File: config.mk
export PLATFORM = sky130hd
export DESIGN_NAME = clk_tree_ctrl
export DESIGN_NICKNAME = d
export VERILOG_FILES = /design/src/design/clk_tree_pkg.sv /design/src/design/sys_switch_if.sv /design/src/design/rate_div.sv /design/src/design/sys_switch.sv /design/src/design/clk_tree_ctrl.sv
export SDC_FILE = /design/constraint.sdc
export NUM_CORES = 1
export LEC_CHECK = 0
export BUFFER_PORTS_ARGS = -buffer_cell sky130_fd_sc_hd__clkbuf_2
export CAP_MARGIN = 5
export CORE_UTILIZATION = 49
export DETAILED_ROUTE_END_ITERATION = 16
export PLACE_DENSITY = 0.79
export SLEW_MARGIN = 5
export SYNTH_ARGS = -nofsm -noshare
export SYNTH_HDL_FRONTEND = slang
export SYNTH_SLANG_ARGS = --single-unit
File: constraint.sdc
create_clock -name I_CLK -period 2.1 [get_ports I_CLK]
set_input_delay 0.42 -clock I_CLK [delete_from_list [all_inputs] [get_ports I_CLK]]
set_output_delay 0.42 -clock I_CLK [all_outputs]
set_load 0.005 [all_outputs]
File: src/design/clk_tree_pkg.sv
// constants for the clock tree controller: register map, field positions, codes
// assumes a single 25 MHz core clock that stands in for the 64 MHz fast root
package clk_tree_pkg;
    localparam int CLK_HZ = 25_000_000;
    localparam int CLK_PERIOD_NS = 40;
    // register byte offsets
    localparam logic [7:0] FAST_CFG_OFS = 8'h00;
    localparam logic [7:0] SLOW_CFG_OFS = 8'h04;
    localparam logic [7:0] STATUS_OFS = 8'h08;
    // fast configuration fields
    localparam int FSRC_LSB = 0;
    localparam int SDIV_LSB = 2;
    localparam int RDIV_LSB = 4;
    // slow configuration fields
    localparam int SLOW_EN_BIT = 0;
    localparam int SLOW_SEL_LSB = 1;
    localparam int SLOW_OUT_BIT = 3;
    localparam int FAST_OUT_BIT = 4;
    localparam int FAST_OUT_SEL_LSB = 5;
    localparam int I2S_MODE_BIT = 7;
    localparam int I2S_32_BIT = 8;
    // values after reset
    localparam logic [1:0] FSRC_RESET = 2'h0;
    localparam logic [1:0] SDIV_RESET = 2'h2;
    localparam logic [1:0] RDIV_RESET = 2'h0;
    localparam logic [8:0] SLOW_CFG_RESET = 9'h000;
    // cycle counts
    localparam int SLOW_DIV = 512;
    localparam int FIX32_DIV = 2;
    localparam int FIX16_DIV = 4;
    localparam int PKE_DIV = 2;

    typedef enum logic [1:0] {
        SRC_FAST_RC = 2'b00,
        SRC_PLL = 2'b01,
        SRC_CRYSTAL = 2'b10
    } fast_src_t;

    typedef enum logic [1:0] {
        SLOW_RC = 2'b00,
        SLOW_EXT = 2'b01,
        SLOW_DIVIDED = 2'b10,
        SLOW_PMU = 2'b11
    } slow_src_t;

    typedef enum logic [1:0] {
        FOUT_SYS = 2'b00,
        FOUT_FIX32 = 2'b01,
        FOUT_FIX16 = 2'b10,
        FOUT_ROOT = 2'b11
    } fast_out_t;

    // divider code 0,1,2,3 gives /1,/2,/4,/8
    function automatic logic [3:0] div_of(input logic [1:0] code);
        div_of = 4'h1 << code;
    endfunction
endpackage

File: src/design/sys_switch_if.sv
// carries the system clock request and the switched result between the controller
// and its glitch-free switch; one clock domain only
`timescale 1ns/1ps
interface sys_switch_if;
    logic [1:0] src_req;
    logic [1:0] div_req;
    logic src_ok;
    logic run;
    logic sys_tick;
    logic [1:0] src_act;
    logic [1:0] div_act;
    modport ctl (output src_req, output div_req, output src_ok, output run,
        input sys_tick, input src_act, input div_act);
    modport sw (input src_req, input div_req, input src_ok, input run,
        output sys_tick, output src_act, output div_act);
endinterface

File: src/design/rate_div.sv
// divides a tick enable by a fixed count; one-cycle output pulse on the last input tick
// assumes i_tick is a one-cycle pulse on i_clk
`timescale 1ns/1ps
module rate_div #(
    parameter int DIV = 4
) (
    input wire logic i_clk,
    input wire logic i_rst,
    input wire logic i_tick,
    output logic o_tick
);
    localparam int W = (DIV > 1) ? $clog2(DIV) : 1;
    localparam logic [W-1:0] LAST = W'(DIV - 1);
    logic [W-1:0] count;

    // refused at elaboration: a zero or negative count has no last tick
    if (DIV < 1) begin
        $error("rate_div: DIV must be at least 1");
    end

    always_ff @(posedge i_clk) begin
        if (i_rst || (i_tick && count == LAST)) begin
            count <= '0;
        end else if (i_tick) begin
            count <= count + W'(1);
        end
    end

    assign o_tick = i_tick && count == LAST;
endmodule

File: src/design/sys_switch.sv
// glitch-free system clock switch: source and divider change only at a period boundary or while stopped
// assumes i_clk models the 64 MHz root and the crystal runs at half that rate
`timescale 1ns/1ps
module sys_switch (
    input wire logic i_clk,
    input wire logic i_rst,
    sys_switch_if.sw sw
);
    import clk_tree_pkg::*;
    logic [3:0] count;
    logic half;
    logic root_tick;
    logic boundary;

    // the crystal is the 32 MHz source, so it ticks every second root cycle
    always_ff @(posedge i_clk) begin
        if (i_rst) begin
            half <= 1'b0;
        end else begin
            half <= ~half;
        end
    end

    assign root_tick = sw.run && (sw.src_act != SRC_CRYSTAL || half);
    assign boundary = root_tick && (count == div_of(sw.div_act) - 4'h1);

    always_ff @(posedge i_clk) begin
        if (i_rst || boundary) begin
            count <= 4'h0;
        end else if (root_tick) begin
            count <= count + 4'h1;
        end
    end

    // new settings wait for the end of the running period, never cutting it short
    always_ff @(posedge i_clk) begin
        if (i_rst) begin
            sw.src_act <= FSRC_RESET;
            sw.div_act <= SDIV_RESET;
        end else if (boundary || !sw.run) begin
            sw.div_act <= sw.div_req;
            if (sw.src_ok) begin
                sw.src_act <= sw.src_req;
            end
        end
    end

    assign sw.sys_tick = boundary;
endmodule

File: src/design/clk_tree_ctrl.sv
// clock tree controller: fast and slow source selection, system divider, fixed clocks,
// peripheral clock enables and clock output pins, with an APB register slave
// assumes every clock is a one-cycle enable on I_CLK, and slow source ticks arrive synchronous
// Overview of operation
// - system clock runs from exactly one of fast rc, pll or crystal
// - slow tree picks slow rc, external slow, divided fast, or power-unit clock
// - divided slow option is 16 MHz over 512, absent in deep stop
// - after reset every slow source stays off until software enables one
// - fast block gives pll clock only with crystal present and lock, else rc
// - out of reset the root clock is divided by four
// - fixed 32 and 16 MHz clocks keep their rate across system switches
// - slow and fast clocks reach output pins only when software routes them
// - serial baud logic always runs on the fixed 16 MHz clock
// - spi takes fixed 16 or 32 MHz in i2s mode, system clock otherwise
// - random source gets fixed 16 MHz besides the system clock
// - flash controller gets fixed 16 MHz for program and erase timing
// - public key engine gets an extra clock at half system rate
// - radio bus uses system clock over 1, 2 or 4 plus fixed 16 and 32
// - converter kernel clock is the 64 MHz root prescaled to 16 MHz
// - slow tree clocks radio timers, real-time clock and watchdog
// - slow enable and selection hold through deep stop and wakeup
// - deep stop halts system and bus clocks, slow clock may run
//
// Our own choices: the register addresses and the APB register port.
`timescale 1ns/1ps
module clk_tree_ctrl (
    input wire logic I_CLK,
    input wire logic I_SYS_RST,
    input wire logic i_psel,
    input wire logic i_penable,
    input wire logic i_pwrite,
    input wire logic [7:0] i_paddr,
    input wire logic [31:0] i_pwdata,
    output logic [31:0] o_prdata,
    output logic o_pready,
    output logic o_pslverr,
    input wire logic i_crystal_ready,
    input wire logic i_pll_lock,
    input wire logic i_deep_stop,
    input wire logic i_slow_rc_tick,
    input wire logic i_slow_ext_tick,
    input wire logic i_pmu_slow_tick,
    output logic [1:0] o_fast_block_src,
    output logic o_sys_en,
    output logic o_fix32_en,
    output logic o_fix16_en,
    output logic o_serial_en,
    output logic o_spi_en,
    output logic o_rng_fix_en,
    output logic o_flash_fix_en,
    output logic o_pke_half_en,
    output logic o_radio_bus_en,
    output logic o_radio_fix16_en,
    output logic o_radio_fix32_en,
    output logic o_adc_kernel_en,
    output logic o_slow_en,
    output logic o_slow_out,
    output logic o_slow_out_oe,
    output logic o_fast_out,
    output logic o_fast_out_oe
);
    import clk_tree_pkg::*;

    sys_switch_if swi ();

    logic [1:0] fsrc;
    logic [1:0] sdiv;
    logic [1:0] rdiv;
    logic [8:0] slow_cfg;
    logic fast_run;
    logic [1:0] fix_count;
    logic fix32;
    logic fix16;
    logic pll_ok;
    logic slow_div_tick;
    logic next_slow;
    logic slow_tick;
    logic pke_tick;
    logic [1:0] radio_count;
    logic [3:0] radio_last;
    logic radio_tick;
    logic fast_sel_tick;
    logic wr;
    logic rd;
    logic [31:0] next_rdata;
    logic hit;

    assign wr = i_psel && i_penable && i_pwrite;
    assign rd = i_psel && i_penable && !i_pwrite;
    assign hit = i_paddr == FAST_CFG_OFS || i_paddr == SLOW_CFG_OFS || i_paddr == STATUS_OFS;

    // zero-wait slave; unmapped addresses answer with an error and read as zero
    assign o_pready = 1'b1;
    assign o_pslverr = i_psel && i_penable && !hit;

    always_ff @(posedge I_CLK) begin
        if (I_SYS_RST) begin
            fsrc <= FSRC_RESET;
            sdiv <= SDIV_RESET;
            rdiv <= RDIV_RESET;
        end else if (wr && i_paddr == FAST_CFG_OFS) begin
            fsrc <= i_pwdata[FSRC_LSB +: 2] == 2'h3 ? fsrc : i_pwdata[FSRC_LSB +: 2];
            sdiv <= i_pwdata[SDIV_LSB +: 2];
            rdiv <= i_pwdata[RDIV_LSB +: 2] == 2'h3 ? rdiv : i_pwdata[RDIV_LSB +: 2];
        end
    end

    // cleared only by system reset; deep stop leaves it untouched
    always_ff @(posedge I_CLK) begin
        if (I_SYS_RST) begin
            slow_cfg <= SLOW_CFG_RESET;
        end else if (wr && i_paddr == SLOW_CFG_OFS) begin
            slow_cfg <= i_pwdata[8:0];
        end
    end

    always_comb begin
        next_rdata = 32'h0000_0000;
        if (i_paddr == FAST_CFG_OFS) begin
            next_rdata[5:0] = {rdiv, sdiv, fsrc};
        end else if (i_paddr == SLOW_CFG_OFS) begin
            next_rdata[8:0] = slow_cfg;
        end else if (i_paddr == STATUS_OFS) begin
            next_rdata[7:0] = {o_slow_en, pll_ok, swi.div_act, swi.src_act, o_fast_block_src};
        end
    end

    always_ff @(posedge I_CLK) begin
        if (I_SYS_RST) begin
            o_prdata <= 32'h0000_0000;
        end else if (i_psel && !i_penable && !i_pwrite) begin
            o_prdata <= next_rdata;
        end
    end

    // pll counts as accurate only while the crystal feeds it and it holds lock
    assign pll_ok = i_crystal_ready && i_pll_lock;
    assign o_fast_block_src = pll_ok ? SRC_PLL : SRC_FAST_RC;
    assign fast_run = !i_deep_stop;

    always_comb begin
        swi.src_req = fsrc;
        swi.div_req = sdiv;
        swi.run = fast_run;
        case (fsrc)
            SRC_PLL: swi.src_ok = pll_ok;
            SRC_CRYSTAL: swi.src_ok = i_crystal_ready;
            default: swi.src_ok = 1'b1;
        endcase
    end

    sys_switch u_switch (
        .i_clk(I_CLK),
        .i_rst(I_SYS_RST),
        .sw(swi.sw)
    );

    // fixed clocks come straight off the root, not off the system divider
    always_ff @(posedge I_CLK) begin
        if (I_SYS_RST) begin
            fix_count <= 2'h0;
        end else if (fast_run) begin
            fix_count <= fix_count + 2'h1;
        end
    end

    assign fix32 = fast_run && fix_count[0];
    assign fix16 = fast_run && fix_count == 2'(FIX16_DIV - 1);

    rate_div #(.DIV(SLOW_DIV)) u_slow_div (
        .i_clk(I_CLK),
        .i_rst(I_SYS_RST),
        .i_tick(fix16),
        .o_tick(slow_div_tick)
    );

    rate_div #(.DIV(PKE_DIV)) u_pke_div (
        .i_clk(I_CLK),
        .i_rst(I_SYS_RST),
        .i_tick(swi.sys_tick),
        .o_tick(pke_tick)
    );

    // compare with >= so a shorter divider set mid-period wraps at once
    assign radio_last = div_of(rdiv) - 4'h1;

    always_ff @(posedge I_CLK) begin
        if (I_SYS_RST || (swi.sys_tick && radio_count >= radio_last[1:0])) begin
            radio_count <= 2'h0;
        end else if (swi.sys_tick) begin
            radio_count <= radio_count + 2'h1;
        end
    end

    assign radio_tick = swi.sys_tick && radio_count >= radio_last[1:0];

    always_comb begin
        case (slow_src_t'(slow_cfg[SLOW_SEL_LSB +: 2]))
            SLOW_RC: next_slow = i_slow_rc_tick;
            SLOW_EXT: next_slow = i_slow_ext_tick;
            SLOW_DIVIDED: next_slow = slow_div_tick;
            SLOW_PMU: next_slow = i_pmu_slow_tick;
            default: next_slow = 1'b0;
        endcase
    end

    // the divided option dies with the fast root in deep stop
    assign slow_tick = slow_cfg[SLOW_EN_BIT] && next_slow;

    always_ff @(posedge I_CLK) begin
        if (I_SYS_RST) begin
            o_sys_en <= 1'b0;
            o_fix32_en <= 1'b0;
            o_fix16_en <= 1'b0;
            o_serial_en <= 1'b0;
            o_spi_en <= 1'b0;
            o_rng_fix_en <= 1'b0;
            o_flash_fix_en <= 1'b0;
            o_pke_half_en <= 1'b0;
            o_radio_bus_en <= 1'b0;
            o_radio_fix16_en <= 1'b0;
            o_radio_fix32_en <= 1'b0;
            o_adc_kernel_en <= 1'b0;
            o_slow_en <= 1'b0;
        end else begin
            o_sys_en <= swi.sys_tick;
            o_fix32_en <= fix32;
            o_fix16_en <= fix16;
            o_serial_en <= fix16;
            if (slow_cfg[I2S_MODE_BIT]) begin
                o_spi_en <= slow_cfg[I2S_32_BIT] ? fix32 : fix16;
            end else begin
                o_spi_en <= swi.sys_tick;
            end
            o_rng_fix_en <= fix16;
            o_flash_fix_en <= fix16;
            o_pke_half_en <= pke_tick;
            o_radio_bus_en <= radio_tick;
            o_radio_fix16_en <= fix16;
            o_radio_fix32_en <= fix32;
            o_adc_kernel_en <= fix16;
            o_slow_en <= slow_tick;
        end
    end

    always_comb begin
        case (fast_out_t'(slow_cfg[FAST_OUT_SEL_LSB +: 2]))
            FOUT_SYS: fast_sel_tick = swi.sys_tick;
            FOUT_FIX32: fast_sel_tick = fix32;
            FOUT_FIX16: fast_sel_tick = fix16;
            FOUT_ROOT: fast_sel_tick = fast_run;
            default: fast_sel_tick = 1'b0;
        endcase
    end

    // pins toggle on each selected tick, giving a square wave at half the tick rate
    always_ff @(posedge I_CLK) begin
        if (I_SYS_RST) begin
            o_slow_out <= 1'b0;
            o_fast_out <= 1'b0;
            o_slow_out_oe <= 1'b0;
            o_fast_out_oe <= 1'b0;
        end else begin
            o_slow_out_oe <= slow_cfg[SLOW_OUT_BIT];
            o_fast_out_oe <= slow_cfg[FAST_OUT_BIT];
            if (!slow_cfg[SLOW_OUT_BIT]) begin
                o_slow_out <= 1'b0;
            end else if (slow_tick) begin
                o_slow_out <= ~o_slow_out;
            end
            if (!slow_cfg[FAST_OUT_BIT]) begin
                o_fast_out <= 1'b0;
            end else if (fast_sel_tick) begin
                o_fast_out <= ~o_fast_out;
            end
        end
    end

    pll_gate_a: assert property (@(posedge I_CLK) disable iff (I_SYS_RST)
        o_fast_block_src == SRC_PLL |-> i_crystal_ready && i_pll_lock)
        else $error("fast block reports pll without crystal and lock");

    slow_off_a: assert property (@(posedge I_CLK) disable iff (I_SYS_RST)
        !slow_cfg[SLOW_EN_BIT] |=> !o_slow_en)
        else $error("slow clock runs while disabled");

    reset_div_a: assert property (@(posedge I_CLK)
        $fell(I_SYS_RST) |-> swi.div_act == 2'h2 && sdiv == 2'h2)
        else $error("system divider not four after reset");

    fix16_rate_a: assert property (@(posedge I_CLK) disable iff (I_SYS_RST || i_deep_stop)
        o_fix16_en |=> !o_fix16_en ##1 !o_fix16_en ##1 !o_fix16_en ##1 (o_fix16_en || $past(i_deep_stop)))
        else $error("fixed 16 MHz enable lost its rate");

    serial_fix_a: assert property (@(posedge I_CLK) disable iff (I_SYS_RST)
        o_serial_en == o_fix16_en && o_rng_fix_en == o_fix16_en && o_flash_fix_en == o_fix16_en)
        else $error("serial, random or flash clock left the fixed 16 MHz");

    spi_i2s_a: assert property (@(posedge I_CLK) disable iff (I_SYS_RST)
        slow_cfg[I2S_MODE_BIT] && slow_cfg[I2S_32_BIT] |=> o_spi_en == $past(fix32))
        else $error("spi in i2s mode not on fixed 32 MHz");

    pke_half_a: assert property (@(posedge I_CLK) disable iff (I_SYS_RST)
        o_pke_half_en |-> o_sys_en)
        else $error("public key clock not aligned to system clock");

    deep_stop_a: assert property (@(posedge I_CLK) disable iff (I_SYS_RST)
        i_deep_stop ##1 i_deep_stop |=> !o_sys_en && !o_fix16_en)
        else $error("fast clocks running in deep stop");

    slow_div_a: assert property (@(posedge I_CLK) disable iff (I_SYS_RST)
        slow_div_tick |-> fix16)
        else $error("divided slow clock not on a 16 MHz edge");

    pin_route_a: assert property (@(posedge I_CLK) disable iff (I_SYS_RST)
        !o_slow_out_oe ##1 !o_slow_out_oe |-> !o_slow_out)
        else $error("slow clock pin toggles while not routed");
endmodule

==> flow_summary.json <==
{
  "die_w_um": 77.8,
  "wire_per_inst_um": 13.0,
  "static-leakage-power_nw": 1.49,
  "ctsResizeCount": 0,
  "core.rowCount": 27,
  "dieArea_um2": 6050,
  "initial_core_util_pct": 51.1,
  "io_buffer_count": 55,
  "synth.cell_area_um2": 2820,
  "cts_bufs_inserted": 9,
  "timing_worst_slew_pin_value_ns": 0.574,
  "synth_area_per_cell_um2": 8.69,
  "max_freq_mhz": 542,
  "status": "completed",
  "route.detailed.drc": 0,
  "rsz0062_at_grt": "no",
  "vias_per_cell": 5.13,
  "final_max_tran_viols": 0,
  "setup_total_negative_slack_ns": 0,
  "layout.filler_cells": 495,
  "slowest_stage_delay_on_critical_path_ns": 0.40,
  "grt_pass1_wl_mm": 9.53,
  "cts_max_path_buffers": 2,
  "required_time_reported_for_the_critical_path_endpoint_ns": 2.37,
  "first_pass_iteration_count_of_the_detailed_router": 4,
  "worst_hold_slack_ns": 0.320,
  "largest_net_degree_at_the_start_of_global_routing": 38,
  "post-route-period-util_pct": 87.8,
  "finalWorstPathRequiredPeriod_ns": 1.84,
  "end_kind": "register",
  "synth.lib_cells_used.distinct": 49,
  "dr_total_vias": 2326,
  "crit_slowest_cell": "sky130_fd_sc_hd__dfxtp_1",
  "min_to": "sdiv[1]",
  "synth.yosys.warnings": 0,
  "fp.dieH_um": 77.8,
  "worst-setup-path-type": "register to register",
  "cts.htree.levels": 3,
  "insertedDiodeCount": 0,
  "cts_tree": "done",
  "power.density_cell_area_nw_per_um2": 702,
  "routed_wirelength_mm": 5.90,
  "cts_num_sinks": 58,
  "placed_cells": 437,
  "setup_slack_ns": 0.256,
  "worst_skew_pair.late_latency_ns": 0.34,
  "fin_worst_skew_ns": 0.00541,
  "min_path_type": "input port to register",
  "number_of_enable_flip_flop_cells_after_synthesis": 0,
  "detail-route-antenna-nets": 0,
  "final_cells": 453,
  "multi_input_area_um2": 1400,
  "drt_iter0_markers": 89,
  "worst_ir_drop_vdd_v": 0.000413,
  "cts_setup_buffers": 0,
  "overflow_left_after_global_routing": 0,
  "rr_worst_depth": 5,
  "grt_total_usage_pct": 20.5,
  "cp_max_fo": 6,
  "total_power_mw": 2.27,
  "max_cap_violations": 0,
  "cts.clk_slew.worst_paths_ns": 0.06,
  "worstReg2RegStart": "fix_count[0]",
  "placement.setup.worst_slack_ns": 0.130,
  "synth-main-ff-cell": "sky130_fd_sc_hd__dfxtp_1",
  "sequential_cell_area_um2": 1160,
  "worst_r2r_endpoint": "u_slow_div.count[7]",
  "final_layout_size_suffix_gt1_share_pct": 22.8,
  "routabilityCongestion": 0.847,
  "finalHoldViolCount": 0,
  "core_footprint_um2": 5510,
  "min_delay_path_depth": 3,
  "synth.ff_latch_count": 58,
  "area_delta_synth_final_pct": 14.8,
  "timing.hold.worst.start": "i_pwdata[3]",
  "root_buffer": "sky130_fd_sc_hd__clkbuf_8",
  "startpoint_type": "register",
  "setup.reg_to_reg.worst_slack_ns": 0.26,
  "antenna_found_initial": 0,
  "path_cells": "ha_1, nor2b_1, nand4_1, or3_1, a21oi_1",
  "timing.max_slew.rel_slack_pct": 60.7,
  "asyncSetResetFlopFracSynth_pct": 0,
  "worst-endpoint-arrival_ns": 2.11,
  "synth.yosys.seq_area_share_pct": 41.2,
  "number_of_nets_in_the_final_layout": 435,
  "top_level_ports": 104,
  "post_synth_inst_count": 324,
  "grt_pass1_vias": 2115,
  "cts.hold.buffers_added": 0,
  "final_setup_violation_count": 0,
  "dp_hpwl_mm": 4.20
}
## critical path, delay by kind of cell (launching register included)
| kind | cells | cell delay [ns] |
|---|---|---|
| AND/OR/NAND/NOR | 3 | 1.03 |
| flip-flops | 1 | 0.40 |
| AO/OA/AOI/OAI | 1 | 0.14 |
| adder cells (fa/ha/maj) | 1 | 0.21 |
## cells by family (layout without fill, tap and decap cells)
logic type	Yosys count	count (layout)	synth area share [%]
adder cells (fa/ha/maj)	8	8	3.56
other	2	25	0.267
multiplexers	22	22	7.87
XOR/XNOR	11	11	3.42
buffers and inverters	56	90	12.1
AND/OR/NAND/NOR	118	118	20.5
AO/OA/AOI/OAI	49	49	11.0
flip-flops	58	58	41.2
## layer usage
metal / GRT usage [%] / vias up / part of all wire, %
li1: - / 1154 / -
met1: 23.4 / 1080 / 42
met2: 33.9 / 81 / 50
met3: 7.88 / 11 / 6.4
met4: 8.68 / 0 / 1.6
met5: 0 / - / 0
## per-stage QoR
stage | instance area (um^2) | util, %
after floorplan | 2900 | -
after global placement | 3030 | 55.0
after detailed placement | 3030 | 55.0
after CTS | 3230 | 58.7
after global routing | 3230 | 58.7
final | 3230 | 58.7
## sequential cells by signal (all words and copies together), names as in the netlist, 2 cells and up
register             flops
rdiv                     2
fsrc                     2
slow_cfg                 9
u_slow_div.count         9
u_switch.sw.div_act      2
sdiv                     2
o_prdata                 9
u_switch.sw.src_act      2
u_switch.count           4
fix_count                2
radio_count              2
## power by group
group | leakage (nW) | internal (mW) | switching (mW)
combinational | 0.913 | 0.0522 | 0.0841
sequential | 0.468 | 1.11 | 0.0123
clock | 0.106 | 0.588 | 0.421
total | 1.49 | 1.75 | 0.518
## cells in the mapped netlist (2+ instances only)
cell	number	area share, %
sky130_fd_sc_hd__xor2_1	6	1.9
sky130_fd_sc_hd__and3_1	4	0.89
sky130_fd_sc_hd__nor2b_1	6	1.3
sky130_fd_sc_hd__nor2_2	2	0.44
sky130_fd_sc_hd__o221a_1	2	0.80
sky130_fd_sc_hd__conb_1	2	0.27
sky130_fd_sc_hd__nor3_1	6	1.1
sky130_fd_sc_hd__xnor2_1	5	1.6
sky130_fd_sc_hd__clkbuf_1	9	1.2
sky130_fd_sc_hd__nand3_1	5	0.89
sky130_fd_sc_hd__o21ai_0	11	2.0
sky130_fd_sc_hd__a21oi_1	18	3.2
sky130_fd_sc_hd__nor2_1	41	5.5
sky130_fd_sc_hd__ha_1	8	3.6
sky130_fd_sc_hd__inv_1	10	1.3
sky130_fd_sc_hd__nand2_1	27	3.6
sky130_fd_sc_hd__dfxtp_1	58	41
sky130_fd_sc_hd__and2_1	4	0.89
sky130_fd_sc_hd__a22oi_1	7	1.9
sky130_fd_sc_hd__mux2i_1	21	7.5
sky130_fd_sc_hd__or3_1	5	1.1
sky130_fd_sc_hd__nand4_1	5	1.1
sky130_fd_sc_hd__a21o_1	2	0.53
sky130_fd_sc_hd__nor4_1	2	0.44
sky130_fd_sc_hd__buf_2	3	0.53
sky130_fd_sc_hd__buf_4	32	8.5
## layout by cell type (no fill, tap or decap), types with 2 or more instances in the layout
cell type | Yosys | layout
sky130_fd_sc_hd__and2_1 | 4 | 4
sky130_fd_sc_hd__conb_1 | 2 | 25
sky130_fd_sc_hd__xor2_1 | 6 | 6
sky130_fd_sc_hd__a21oi_1 | 18 | 18
sky130_fd_sc_hd__nand2_1 | 27 | 27
sky130_fd_sc_hd__xnor2_1 | 5 | 5
sky130_fd_sc_hd__nor3_1 | 6 | 6
sky130_fd_sc_hd__inv_1 | 10 | 10
sky130_fd_sc_hd__nor4_1 | 2 | 2
sky130_fd_sc_hd__and3_1 | 4 | 4
sky130_fd_sc_hd__nand4_1 | 5 | 5
sky130_fd_sc_hd__buf_4 | 32 | 9
sky130_fd_sc_hd__o21ai_0 | 11 | 11
sky130_fd_sc_hd__nor2_2 | 2 | 2
sky130_fd_sc_hd__mux2i_1 | 21 | 21
sky130_fd_sc_hd__a21o_1 | 2 | 2
sky130_fd_sc_hd__clkbuf_8 | 0 | 14
sky130_fd_sc_hd__or3_1 | 5 | 5
sky130_fd_sc_hd__nor2_1 | 41 | 41
sky130_fd_sc_hd__dfxtp_1 | 58 | 58
sky130_fd_sc_hd__clkbuf_2 | 0 | 55
sky130_fd_sc_hd__a22oi_1 | 7 | 7
sky130_fd_sc_hd__ha_1 | 8 | 8
sky130_fd_sc_hd__nand3_1 | 5 | 5
sky130_fd_sc_hd__nor2b_1 | 6 | 6
sky130_fd_sc_hd__o221a_1 | 2 | 2
## how the worst max path moves through the flow
| stage | startpoint | to |
|---|---|---|
| floorplan | i_paddr[1] | fsrc[0] |
| global placement | i_paddr[1] | slow_cfg[8] |
| detailed placement | i_paddr[1] | slow_cfg[8] |
| CTS | fix_count[0] | u_slow_div.count[7] |
| global route | fix_count[0] | u_slow_div.count[7] |
| finish | fix_count[0] | u_slow_div.count[7] |
## area by class of cell
cell class,instances,share of cell area [%]
repair buffers,64,10.6
clock inverters,1,0.155
clock buffers,15,6.08
inverters,10,1.16
flip-flops and latches,58,35.9
multi-input cells,233,43.3
well taps,72,2.79
No activity file was read; power rests on OpenSTA's default activity.
